**config.mk**
```make
export PLATFORM = sky130hd
export DESIGN_NAME = debug_command_port
export DESIGN_NICKNAME = d
export VERILOG_FILES = /design/src/core/dbg_cmd_pkg.sv /design/src/core/byte_fifo.sv /design/src/core/debug_command_port.sv
export SDC_FILE = /design/constraint.sdc
export NUM_CORES = 1
export LEC_CHECK = 0
export BUFFER_PORTS_ARGS = -buffer_cell sky130_fd_sc_hd__buf_2
export CAP_MARGIN = 20
export CORE_MARGIN = 3
export CORE_UTILIZATION = 60
export DETAILED_ROUTE_END_ITERATION = 10
export PLACE_DENSITY = 0.89
export SETUP_SLACK_MARGIN = 0.3
export SLEW_MARGIN = 25
export SYNTH_ARGS = -nofsm -noshare
export SYNTH_HDL_FRONTEND = slang
export SYNTH_SLANG_ARGS = --single-unit
```
**constraint.sdc**
```tcl
create_clock -name clk_sys -period 5.5 [get_ports clk_sys]
set_input_delay 0.825 -clock clk_sys [delete_from_list [all_inputs] [get_ports clk_sys]]
set_output_delay 0.825 -clock clk_sys [all_outputs]
set_load 0.005 [all_outputs]
```
**src/core/dbg_cmd_pkg.sv**
```systemverilog
package dbg_cmd_pkg;
    localparam logic [7:0] OP_BREAKPOINT  = 8'h00;
    localparam logic [7:0] OP_READ_REG    = 8'h09;
    localparam logic [7:0] OP_WRITE_PROG  = 8'h0A;
    localparam logic [7:0] OP_READ_PROG   = 8'h0B;
    localparam logic [7:0] OP_WRITE_DATA  = 8'h0C;
    localparam logic [7:0] FILL_BYTE      = 8'hFF;
    localparam logic [3:0] REG_ADDR_PAD   = 4'h0;
    localparam int         FIFO_WIDTH     = 8;
    localparam int         FIFO_DEPTH     = 32;
    localparam logic [16:0] REG_SIZE_WRAP = 17'h00100;
    localparam logic [16:0] MEM_SIZE_WRAP = 17'h10000;

    typedef enum logic [1:0] {
        MEM_REG,
        MEM_PROG,
        MEM_DATA
    } mem_space_e;
endpackage

```
**src/core/byte_fifo.sv**
```systemverilog
`timescale 1ns/1ps
module byte_fifo #(
    parameter int WIDTH = 8,
    parameter int DEPTH = 32
) (
    input  wire logic             clk_sys,
    input  wire logic             reset,
    input  wire logic [WIDTH-1:0] in_data,
    input  wire logic             in_valid,
    output logic                  in_ready,
    output logic      [WIDTH-1:0] out_data,
    output logic                  out_valid,
    input  wire logic             out_ready
);
    localparam int AW = $clog2(DEPTH);

    initial begin
        if (DEPTH < 2 || (1 << AW) != DEPTH) begin
            $error("depth must be a power of two, at least 2");
        end
    end

    logic [WIDTH-1:0] mem [DEPTH];
    logic [AW:0]      wr_ptr_ff;
    logic [AW:0]      rd_ptr_ff;
    logic             push;
    logic             pop;

    assign in_ready  = (wr_ptr_ff - rd_ptr_ff) != (AW+1)'(DEPTH);
    assign out_valid = wr_ptr_ff != rd_ptr_ff;
    assign push      = in_valid && in_ready;
    assign pop       = out_valid && out_ready;
    assign out_data  = mem[rd_ptr_ff[AW-1:0]];

    always_ff @(posedge clk_sys) begin
        if (push) begin
            mem[wr_ptr_ff[AW-1:0]] <= in_data;
        end
    end

    always_ff @(posedge clk_sys or posedge reset) begin
        if (reset) begin
            wr_ptr_ff <= '0;
        end else if (push) begin
            wr_ptr_ff <= wr_ptr_ff + 1'b1;
        end
    end

    always_ff @(posedge clk_sys or posedge reset) begin
        if (reset) begin
            rd_ptr_ff <= '0;
        end else if (pop) begin
            rd_ptr_ff <= rd_ptr_ff + 1'b1;
        end
    end
endmodule

```
**src/core/debug_command_port.sv**
```systemverilog
`timescale 1ns/1ps
module debug_command_port #(
    parameter int FIFO_DEPTH = dbg_cmd_pkg::FIFO_DEPTH
) (
    input  wire logic        clk_sys,
    input  wire logic        reset,
    input  wire logic [7:0]  rx_data,
    input  wire logic        rx_valid,
    output logic             rx_ready,
    output logic [7:0]       tx_data,
    output logic             tx_valid,
    input  wire logic        tx_ready,
    input  wire logic        cpu_halted,
    input  wire logic        cpu_at_loop_break,
    input  wire logic [7:0]  cpu_fetch_opcode,
    input  wire logic        cpu_fetch_valid,
    output logic             breakpoint_instruction,
    input  wire logic        break_loop_enable,
    input  wire logic        debug_mode_set,
    input  wire logic        debug_mode_clear,
    output logic             debug_mode_flag,
    input  wire logic        read_protect_option,
    input  wire logic        flash_unlocked,
    output logic             mem_req,
    output logic             mem_we,
    output dbg_cmd_pkg::mem_space_e mem_space,
    output logic [15:0]      mem_addr,
    output logic [7:0]       mem_wdata,
    input  wire logic        mem_ack,
    input  wire logic [7:0]  mem_rdata
);
    initial begin
        if (FIFO_DEPTH < 2) begin
            $error("fifo depth too small");
        end
    end

    typedef enum {
        ST_OPCODE,
        ST_ADDR_HI,
        ST_ADDR_LO,
        ST_SIZE_HI,
        ST_SIZE_LO,
        ST_WR_DATA,
        ST_WR_MEM,
        ST_RD_MEM,
        ST_RD_PUSH
    } state_e;

    state_e               state_ff;
    logic [7:0]           opcode_ff;
    logic [15:0]          addr_ff;
    logic [16:0]          count_ff;
    logic [7:0]           wbyte_ff;
    logic [7:0]           rbyte_ff;
    logic                 allowed;
    logic                 take;
    logic                 is_known;
    logic [7:0]           f_in_data;
    logic                 f_in_valid;
    logic                 f_in_ready;

    // commands here are all gated; host must halt the cpu in debug mode first
    assign allowed = debug_mode_flag && cpu_halted && !read_protect_option;
    assign is_known = rx_data == dbg_cmd_pkg::OP_READ_REG
                   || rx_data == dbg_cmd_pkg::OP_WRITE_PROG
                   || rx_data == dbg_cmd_pkg::OP_READ_PROG
                   || rx_data == dbg_cmd_pkg::OP_WRITE_DATA;

    always_comb begin
        case (state_ff)
            ST_OPCODE, ST_ADDR_HI, ST_ADDR_LO,
            ST_SIZE_HI, ST_SIZE_LO, ST_WR_DATA: rx_ready = 1'b1;
            default:                            rx_ready = 1'b0;
        endcase
    end
    assign take = rx_valid && rx_ready;

    function automatic logic [16:0] size_of(input logic [15:0] raw, input logic [16:0] wrap);
        size_of = (raw == 16'h0000) ? wrap : {1'b0, raw};
    endfunction

    always_ff @(posedge clk_sys or posedge reset) begin
        if (reset) begin
            state_ff  <= ST_OPCODE;
            opcode_ff <= 8'h00;
            addr_ff   <= 16'h0000;
            count_ff  <= 17'h00000;
            wbyte_ff  <= 8'h00;
        end else begin
            case (state_ff)
                ST_OPCODE: if (take && is_known) begin
                    opcode_ff <= rx_data;
                    state_ff  <= ST_ADDR_HI;
                end
                ST_ADDR_HI: if (take) begin
                    if (opcode_ff == dbg_cmd_pkg::OP_READ_REG) begin
                        addr_ff[15:8] <= {dbg_cmd_pkg::REG_ADDR_PAD, rx_data[3:0]};
                    end else begin
                        addr_ff[15:8] <= rx_data;
                    end
                    state_ff <= ST_ADDR_LO;
                end
                ST_ADDR_LO: if (take) begin
                    addr_ff[7:0] <= rx_data;
                    if (opcode_ff == dbg_cmd_pkg::OP_READ_REG) begin
                        count_ff <= 17'h00000;
                        state_ff <= ST_SIZE_LO;  // one size byte
                    end else begin
                        state_ff <= ST_SIZE_HI;
                    end
                end
                ST_SIZE_HI: if (take) begin
                    count_ff <= {1'b0, rx_data, 8'h00};
                    state_ff <= ST_SIZE_LO;
                end
                ST_SIZE_LO: if (take) begin
                    if (opcode_ff == dbg_cmd_pkg::OP_READ_REG) begin
                        count_ff <= size_of({8'h00, rx_data}, dbg_cmd_pkg::REG_SIZE_WRAP);
                        state_ff <= ST_RD_MEM;
                    end else if (opcode_ff == dbg_cmd_pkg::OP_READ_PROG) begin
                        count_ff <= size_of({count_ff[15:8], rx_data},
                                            dbg_cmd_pkg::MEM_SIZE_WRAP);
                        state_ff <= ST_RD_MEM;
                    end else begin
                        count_ff <= size_of({count_ff[15:8], rx_data},
                                            dbg_cmd_pkg::MEM_SIZE_WRAP);
                        state_ff <= ST_WR_DATA;
                    end
                end
                ST_WR_DATA: if (take) begin
                    wbyte_ff <= rx_data;
                    // blocked writes still consume every data byte
                    if (!allowed) begin
                        count_ff <= count_ff - 17'h00001;
                        state_ff <= (count_ff == 17'h00001) ? ST_OPCODE : ST_WR_DATA;
                    end else if (opcode_ff == dbg_cmd_pkg::OP_WRITE_PROG && !flash_unlocked) begin
                        count_ff <= count_ff - 17'h00001;
                        state_ff <= (count_ff == 17'h00001) ? ST_OPCODE : ST_WR_DATA;
                    end else begin
                        state_ff <= ST_WR_MEM;
                    end
                end
                ST_WR_MEM: if (mem_ack) begin
                    addr_ff  <= addr_ff + 16'h0001;
                    count_ff <= count_ff - 17'h00001;
                    state_ff <= (count_ff == 17'h00001) ? ST_OPCODE : ST_WR_DATA;
                end
                ST_RD_MEM: if (!allowed || mem_ack) begin
                    state_ff <= ST_RD_PUSH;
                end
                ST_RD_PUSH: if (f_in_ready) begin
                    addr_ff  <= addr_ff + 16'h0001;
                    count_ff <= count_ff - 17'h00001;
                    state_ff <= (count_ff == 17'h00001) ? ST_OPCODE : ST_RD_MEM;
                end
                default: state_ff <= ST_OPCODE;
            endcase
        end
    end

    always_ff @(posedge clk_sys or posedge reset) begin
        if (reset) begin
            rbyte_ff <= 8'h00;
        end else if (state_ff == ST_RD_MEM) begin
            rbyte_ff <= allowed ? mem_rdata : dbg_cmd_pkg::FILL_BYTE;
        end
    end

    assign mem_req   = (state_ff == ST_WR_MEM) || (state_ff == ST_RD_MEM && allowed);
    assign mem_we    = state_ff == ST_WR_MEM;
    assign mem_addr  = addr_ff;
    assign mem_wdata = wbyte_ff;
    always_comb begin
        case (opcode_ff)
            dbg_cmd_pkg::OP_READ_REG:   mem_space = dbg_cmd_pkg::MEM_REG;
            dbg_cmd_pkg::OP_WRITE_DATA: mem_space = dbg_cmd_pkg::MEM_DATA;
            default:                    mem_space = dbg_cmd_pkg::MEM_PROG;
        endcase
    end

    // reply bytes queue here so a slow serialiser back-pressures reads
    assign f_in_data  = rbyte_ff;
    assign f_in_valid = state_ff == ST_RD_PUSH;

    byte_fifo #(
        .WIDTH (dbg_cmd_pkg::FIFO_WIDTH),
        .DEPTH (FIFO_DEPTH)
    ) u_tx_fifo (
        .clk_sys   (clk_sys),
        .reset     (reset),
        .in_data   (f_in_data),
        .in_valid  (f_in_valid),
        .in_ready  (f_in_ready),
        .out_data  (tx_data),
        .out_valid (tx_valid),
        .out_ready (tx_ready)
    );

    always_ff @(posedge clk_sys or posedge reset) begin
        if (reset) begin
            breakpoint_instruction <= 1'b0;
        end else begin
            breakpoint_instruction <= cpu_fetch_valid
                && cpu_fetch_opcode == dbg_cmd_pkg::OP_BREAKPOINT;
        end
    end

    always_ff @(posedge clk_sys or posedge reset) begin
        if (reset) begin
            debug_mode_flag <= 1'b0;
        end else if (debug_mode_set || (cpu_at_loop_break && !break_loop_enable)) begin
            debug_mode_flag <= 1'b1;  // set wins over clear
        end else if (debug_mode_clear) begin
            debug_mode_flag <= 1'b0;
        end
    end
endmodule

```
==> flow_summary_export.csv, run 1 <==
group,metric,value,unit
logic_synthesis,ys_types,74,
floorplanning,start_util,0.620,
detailed_routing,detailedRoute.firstIterationViolations,982,
floorplanning,fp.dieArea,25700,um^2
logic_synthesis,synth_nets,961,
setup_path,end_kind,"output port",
power,power_density,511,nW/um^2
power,sequentialPowerShare,0.424,
outcome,outcome,"finished clean",
power,switchingPower,0.00278,W
logic_synthesis,ys_warn_count,0,
logic_synthesis,ys.flop_type,"edfxtp_1",
sta,post-route-period-util,0.772,
floorplanning,ios,77,
detailed_routing,avgRoutedWirePerCell,25.4,um
sta,worst_pin_slew,941,ps
finish,final_cell_mix,"256 x edfxtp_1, 80 x mux4_2, 76 x nor2_1, 76 x buf_2, 68 x dfrtp_1",
finish,diodes,0,
logic_synthesis,synth_area_leaders,"edfxtp_1 54%, dfrtp_1 13%, mux4_2 13%",
setup_path,cp_slowest_cell,"dfrtp_4",
clock_tree,postCtsSetupRepairBufs,0,
power,total_power,0.00815,W
logic_synthesis,synth-async-reset-ratio,0.227,
floorplanning,die_w,160,um
sta,rsz0062_at_grt,"false",
placed_design,dp_hpwl,21800,um
worst_hold_path,hold_class,"in2async",
floorplanning,fp.dieH,160,um
logic_synthesis,netlist.area_leader.share,0.537,
logic_synthesis,synth_area_per_cell,15.7,um^2
clock_tree,cts_resized,0,
sta,clock.fmax,0.236,GHz
logic_synthesis,ys_ff_latch,331,
power,power_frac_clock,0.247,
flow_run,cap_violations,0,
finish,synthToLayoutAreaGrowth,11.4,%
setup_path,r2r_cells,8,
power,vdd_drop_max,0.363,mV
power,p_sw_frac,0.341,
setup_path,path_class,"reg2out",
sta,tns,0,ps
logic_synthesis,netlist_area,14300,um^2
floorplanning,core-area,23100,um^2
detailed_routing,drtAntennaViolNets,0,
sta,slew_headroom,0.368,
power,p_int,0.00537,W
sta,finalHoldViolations,0,
setup_path,worst_setup_path_start_kind,"flop",
setup_path,crit_buf_inv,2,
finish,layout-drive-gt1-share,0.252,
setup_path,regToRegStartpoint,"u_tx_fifo.rd_ptr_ff[0]",
setup_path,r2r_slack,1520,ps
logic_synthesis,syn_inst,911,
clock_tree,insertion_delay,570,ps
setup_path,cp_max_fo,41,
placed_design,io_buffers,76,
global_route,grt_use_total,0.267,
clock_tree,cts_hold_buf,0,
setup_path,crit_family,"multiplexers",
detailed_routing,drc,0,
clock_tree,cts-root-buf,"clkbuf_16",
setup_path,cp_slowest_stage_delay,970,ps
global_route,antenna_found_initial,2,
clock_tree,cts_tree,"built",
logic_synthesis,synth-seq-area-share,0.669,
sta,period_minus_slack,4250,ps
detailed_routing,firstDrtPassIters,6,
power,pwr-share-comb,0.328,
clock_tree,cts_made_buffers,31,
floorplanning,std_cell_rows,55,
clock_tree,htree_levels,1,
clock_tree,cts_sinks,331,
sta,report.final.slew_viol_count,0,
detailed_routing,vias_per_cell,6.69,
finish,nNetsFinal,1038,
detailed_routing,vias,8876,
logic_synthesis,synth_largest_area_cell,"edfxtp_1",
detailed_routing,wl,33700,um
setup_path,crit_required,4680,ps
sta,whs,287,ps
power,leakage,5.48,nW
logic_synthesis,synth-edff-count,256,
global_route,grt_max_degree,67,
clock_tree,clk_pin_slew_worst_paths,70,ps
sta,fin_skew,17.2,ps
clock_tree,clockBufferDepth,3,
finish,final_common_cell,"edfxtp_1",
global_route,grt_pass1_wl,53000,um
sta,setup_violations,0,
global_route,first_global_vias,8648,
placed_design,gp_congestion,0.856,
setup_path,worstPathCellList,"buf_4, mux4_2, mux4_2, nand2_1, nand2_1, buf_2",
setup_path,r2r_end,"u_tx_fifo.mem[19][4]",
global_route,grt_overflow_total,0,
setup_path,cp.arrival,3420,ps
==> synth_stat cells, types with 5 or more instances <==
master,instances
edfxtp_1,256
mux4_2,80
nor2_1,77
dfrtp_1,75
nand2_1,62
a21oi_1,43
o21ai_0,31
clkbuf_1,20
inv_1,17
xnor2_1,15
buf_2,14
mux2_2,14
nor3_1,14
ha_1,13
nand2b_1,11
o22a_1,11
nand3_1,9
nand4_1,9
o21ai_1,9
and2_1,8
nor4_1,8
a31oi_1,7
a22oi_1,6
and3_1,6
a32oi_1,5
buf_1,5
nand3b_1,5
nor2b_1,5
==> how the worst max path moves through the flow <==
stage | start | endpoint | slack (ps) | cells past startpoint
2_1_floorplan | u_tx_fifo.rd_ptr_ff[1] | u_tx_fifo.mem[12][0] | 2020 | 12
4_1_cts | u_tx_fifo.rd_ptr_ff[0] | tx_data[7] | 1190 | 6
3_3_place_gp | u_tx_fifo.rd_ptr_ff[0] | u_tx_fifo.mem[6][3] | 1870 | 8
6_report | u_tx_fifo.rd_ptr_ff[0] | tx_data[2] | 1250 | 6
3_5_place_dp | u_tx_fifo.rd_ptr_ff[0] | u_tx_fifo.mem[9][0] | 1690 | 8
5_1_grt | u_tx_fifo.rd_ptr_ff[0] | tx_data[3] | 1070 | 6
==> kinds of logic after synthesis <==
family | after synthesis | synth area share
multiplexers | 97 | 0.139
XOR/XNOR | 20 | 0.0128
flip-flops | 331 | 0.669
buffers and inverters | 62 | 0.0186
adder cells (fa/ha/maj) | 13 | 0.0114
AO/OA/AOI/OAI | 149 | 0.0671
AND/OR/NAND/NOR | 239 | 0.0824
==> routing by layer <==
| metal | up-vias | share of wire | track usage |
|---|---|---|---|
| met5 | - | 0.00095 | 0 |
| met3 | 78 | 0.10 | 0.0524 |
| li1 | 3726 | - | - |
| met2 | 623 | 0.50 | 0.430 |
| met1 | 4445 | 0.38 | 0.386 |
| met4 | 4 | 0.021 | 0.0580 |
==> power groups by stage <==
stage	registers, W	logic [W]	clock network (W)
5_1_grt	0.00351	0.00289	0.00214
2_1_floorplan	0.00328	0.00204	0
4_1_cts	0.00346	0.00266	0.00204
3_5_place_dp	0.00350	0.00263	0
3_3_place_gp	0.00348	0.00253	0
6_report	0.00346	0.00268	0.00202
==> registers in the layout (all words and copies together), names as in the netlist, 4 cells and up <==
register / cells
u_tx_fifo.wr_ptr_ff: 6
opcode_ff: 8
count_ff: 17
u_tx_fifo.mem: 256
f_in_data: 8
mem_wdata: 8
mem_addr: 16
u_tx_fifo.rd_ptr_ff: 6
state_ff: 4
==> final cells by class <==
class	instances	area, um^2
inverter	19	72.6
fill	1440	7120
multi-input combinational	518	4480
clock inverter	22	165
sequential	331	9580
clock buffer	36	795
timing repair buffer	87	463
tap	313	392
==> per-stage QoR <==
step           instance area, um^2  worst slack, ps  instances   util
2_1_floorplan                14300             2020        911      -
3_3_place_gp                 15000             1870       1268  0.649
3_5_place_dp                 15000             1690       1268  0.649
4_1_cts                      15900             1190       1326  0.691
5_1_grt                      15900             1070       1326  0.691
6_report                     15900             1250       1326  0.691
(Power assumes the default switching activity.)
==> inputs of run 2 (changes only) <==
Settings changed: CORE_UTILIZATION 60 to 55, PLACE_DENSITY 0.89 to 0.87.
Clock period 5.5 ns to 3.8 ns, I/O delays scaled along.
==> run 2 against run 1 <==
  * Die area up 8.7%
  * Via count grew 0.57%
  * Highest routed layer unchanged
  * Register-to-register slack worse by 1200 ps
  * Final area is 1.5% higher
  * Clock power rose by 53%
  * Largest power group unchanged
  * Critical path type is now reg2reg
  * Wire length increased by 3.6%
  * Sequential share of layout area shrank 0.93 points
  * Setup slack worse by 930 ps
  * Clock skew down 1.6 ps
  * Non-clock buffer count rose by 15
  * Combinational power rose by 59%
  * Worst hold slack lost 150 ps
==> flow_summary_export.csv, run 2 (same netlist as run 1, synthesis figures left out) <==
group,metric,value,unit
setup_path,worst_setup_path_start_kind,"flop",
global_route,grt_max_degree,68,
finish,largest_register_ffs,256,
detailed_routing,avgRoutedWirePerCell,25.7,um
sta,worst_pin_slew,989,ps
detailed_routing,detailedRoute.firstIterationViolations,1330,
worst_hold_path,hold_class,"in2async",
placed_design,dp_hpwl,22000,um
setup_path,end_kind,"flop",
power,power_density,752,nW/um^2
sta,clock.fmax,0.288,GHz
sta,post-route-period-util,0.915,
clock_tree,cts_sinks,331,
clock_tree,cts_tree,"built",
clock_tree,cts-root-buf,"clkbuf_16",
global_route,grt_use_total,0.242,
global_route,use_met2,0.394,
floorplanning,ios,77,
global_route,gr-max-usage-layer,"met2",
global_route,first_global_vias,8749,
floorplanning,fp.dieArea,28000,um^2
finish,fin_cells,1358,
power,leakage,5.60,nW
flow_run,cap_violations,0,
global_route,grt_util_met3,0.0503,
floorplanning,fp.dieH,167,um
setup_path,path_class,"reg2reg",
floorplanning,start_util,0.563,
sta,fin_skew,15.6,ps
floorplanning,die_w,167,um
sta,period_minus_slack,3480,ps
floorplanning,core-area,25400,um^2
sta,finalHoldViolations,0,
finish,final_cell_mix,"256 x edfxtp_1, 80 x mux4_2, 76 x buf_2",
sta,tns,0,ps
detailed_routing,drc,0,
finish,synthToLayoutAreaGrowth,13.1,%
sta,slew_headroom,0.335,
setup_path,cp_max_fo,13,
detailed_routing,vias_per_cell,6.57,
placed_design,io_buffers,76,
clock_tree,insertion_delay,570,ps
finish,diodes,0,
clock_tree,htree_levels,1,
clock_tree,clk_pin_slew_worst_paths,60,ps
detailed_routing,wl,34900,um
setup_path,crit_required,4010,ps
detailed_routing,firstDrtPassIters,7,
detailed_routing,vias,8927,
setup_path,cp.arrival,3680,ps
clock_tree,clockBufferDepth,3,
finish,nNetsFinal,1053,
finish,layout-drive-gt1-share,0.262,
placed_design,dp_cells,1299,
power,vdd_drop_max,0.618,mV
global_route,antenna_found_initial,3,
global_route,grt_pass1_wl,52300,um
clock_tree,cts_made_buffers,31,
detailed_routing,drtAntennaViolNets,0,
sta,rsz0062_at_grt,"true",
global_route,grt_overflow_total,0,
outcome,outcome,"finished clean",
placed_design,gp_congestion,0.943,
floorplanning,std_cell_rows,58,
sta,setup_violations,0,
setup_path,r2r_slack,320,ps
global_route,grtUsageMet1,0.339,
sta,report.final.slew_viol_count,0,
finish,final_common_cell,"edfxtp_1",
-- run 2: changes by cell type in the layout (fill, tap and decap cells not counted), sizes merged --
cell    previous run  this run
buf               87       101
bufinv             1         3
clkbuf            36        44
clkinv            15         8
inv               21        19
-- run 2: stage by stage --
stage	worst slack (ps)	total power, W	hold WS, ps	instance area [um^2]	utilization
6_report	323	0.0122	135	16200	0.637
5_1_grt	147	0.0127	139	16200	0.637
4_1_cts	300	0.0121	130	16100	0.635
3_5_place_dp	501	0.00898	457	15100	0.595
3_3_place_gp	681	0.00882	452	15100	0.595
2_1_floorplan	317	0.00770	436	14300	-
-- run 2: final cells by class --
| class | count | area (um^2) |
|---|---|---|
| flip-flops and latches | 331 | 9570 |
| fillers | 1713 | 9220 |
| multi-input cells | 518 | 4490 |
| clock buffers | 43 | 841 |
| repair buffers | 102 | 617 |
| well taps | 330 | 413 |
| clock inverters | 15 | 174 |
| inverters | 19 | 73.8 |
-- run 2: repair_timing --
action | 4_1_cts | 5_1_grt
cloned | 0 | 1
setup endpoints to repair | 8 | 81
buffers inserted | 0 | 0
hold buffers | 0 | 0
gates resized for setup | 2 | 6
-- run 2: path summary, 6_finish.rpt --
check	startpoint	endpoint	cells past startpoint
max	u_tx_fifo.rd_ptr_ff[4]	u_tx_fifo.mem[25][6]	8
min	reset	mem_addr[3]	2
max reg2reg	u_tx_fifo.rd_ptr_ff[4]	u_tx_fifo.mem[25][6]	8
min reg2reg	f_in_data[7]	u_tx_fifo.mem[22][7]	0
max in group asynchronous	reset	f_in_data[6]	3
min in group clk_sys	cpu_fetch_opcode[1]	breakpoint_instruction	2
-- run 2: where the power goes --
part / internal, W / total (W) / leakage [nW] / switching, W
registers: 0.00437 / 0.00480 / 3.16 / 0.000432
clock network: 0.00176 / 0.00309 / 0.486 / 0.00133
logic: 0.00191 / 0.00427 / 1.95 / 0.00236
-- run 2: worst max-delay path, cell delays in order (launching register included) --
cell      delay [ps]
dfrtp_1          540
clkinv_1         200
ha_1             380
nor2_1           140
a21oi_1           80
xnor2_2          320
o21ba_2          400
nand2_1          370
nor2_1           670
-- run 2: layer usage --
| layer | share of wire | up-vias | wire length, um |
|---|---|---|---|
| li1 | - | 3752 | - |
| met1 | 0.38 | 4490 | 13200 |
| met2 | 0.48 | 581 | 16900 |
| met3 | 0.10 | 98 | 3540 |
| met4 | 0.036 | 6 | 1250 |
| met5 | 0.0012 | - | 41 |
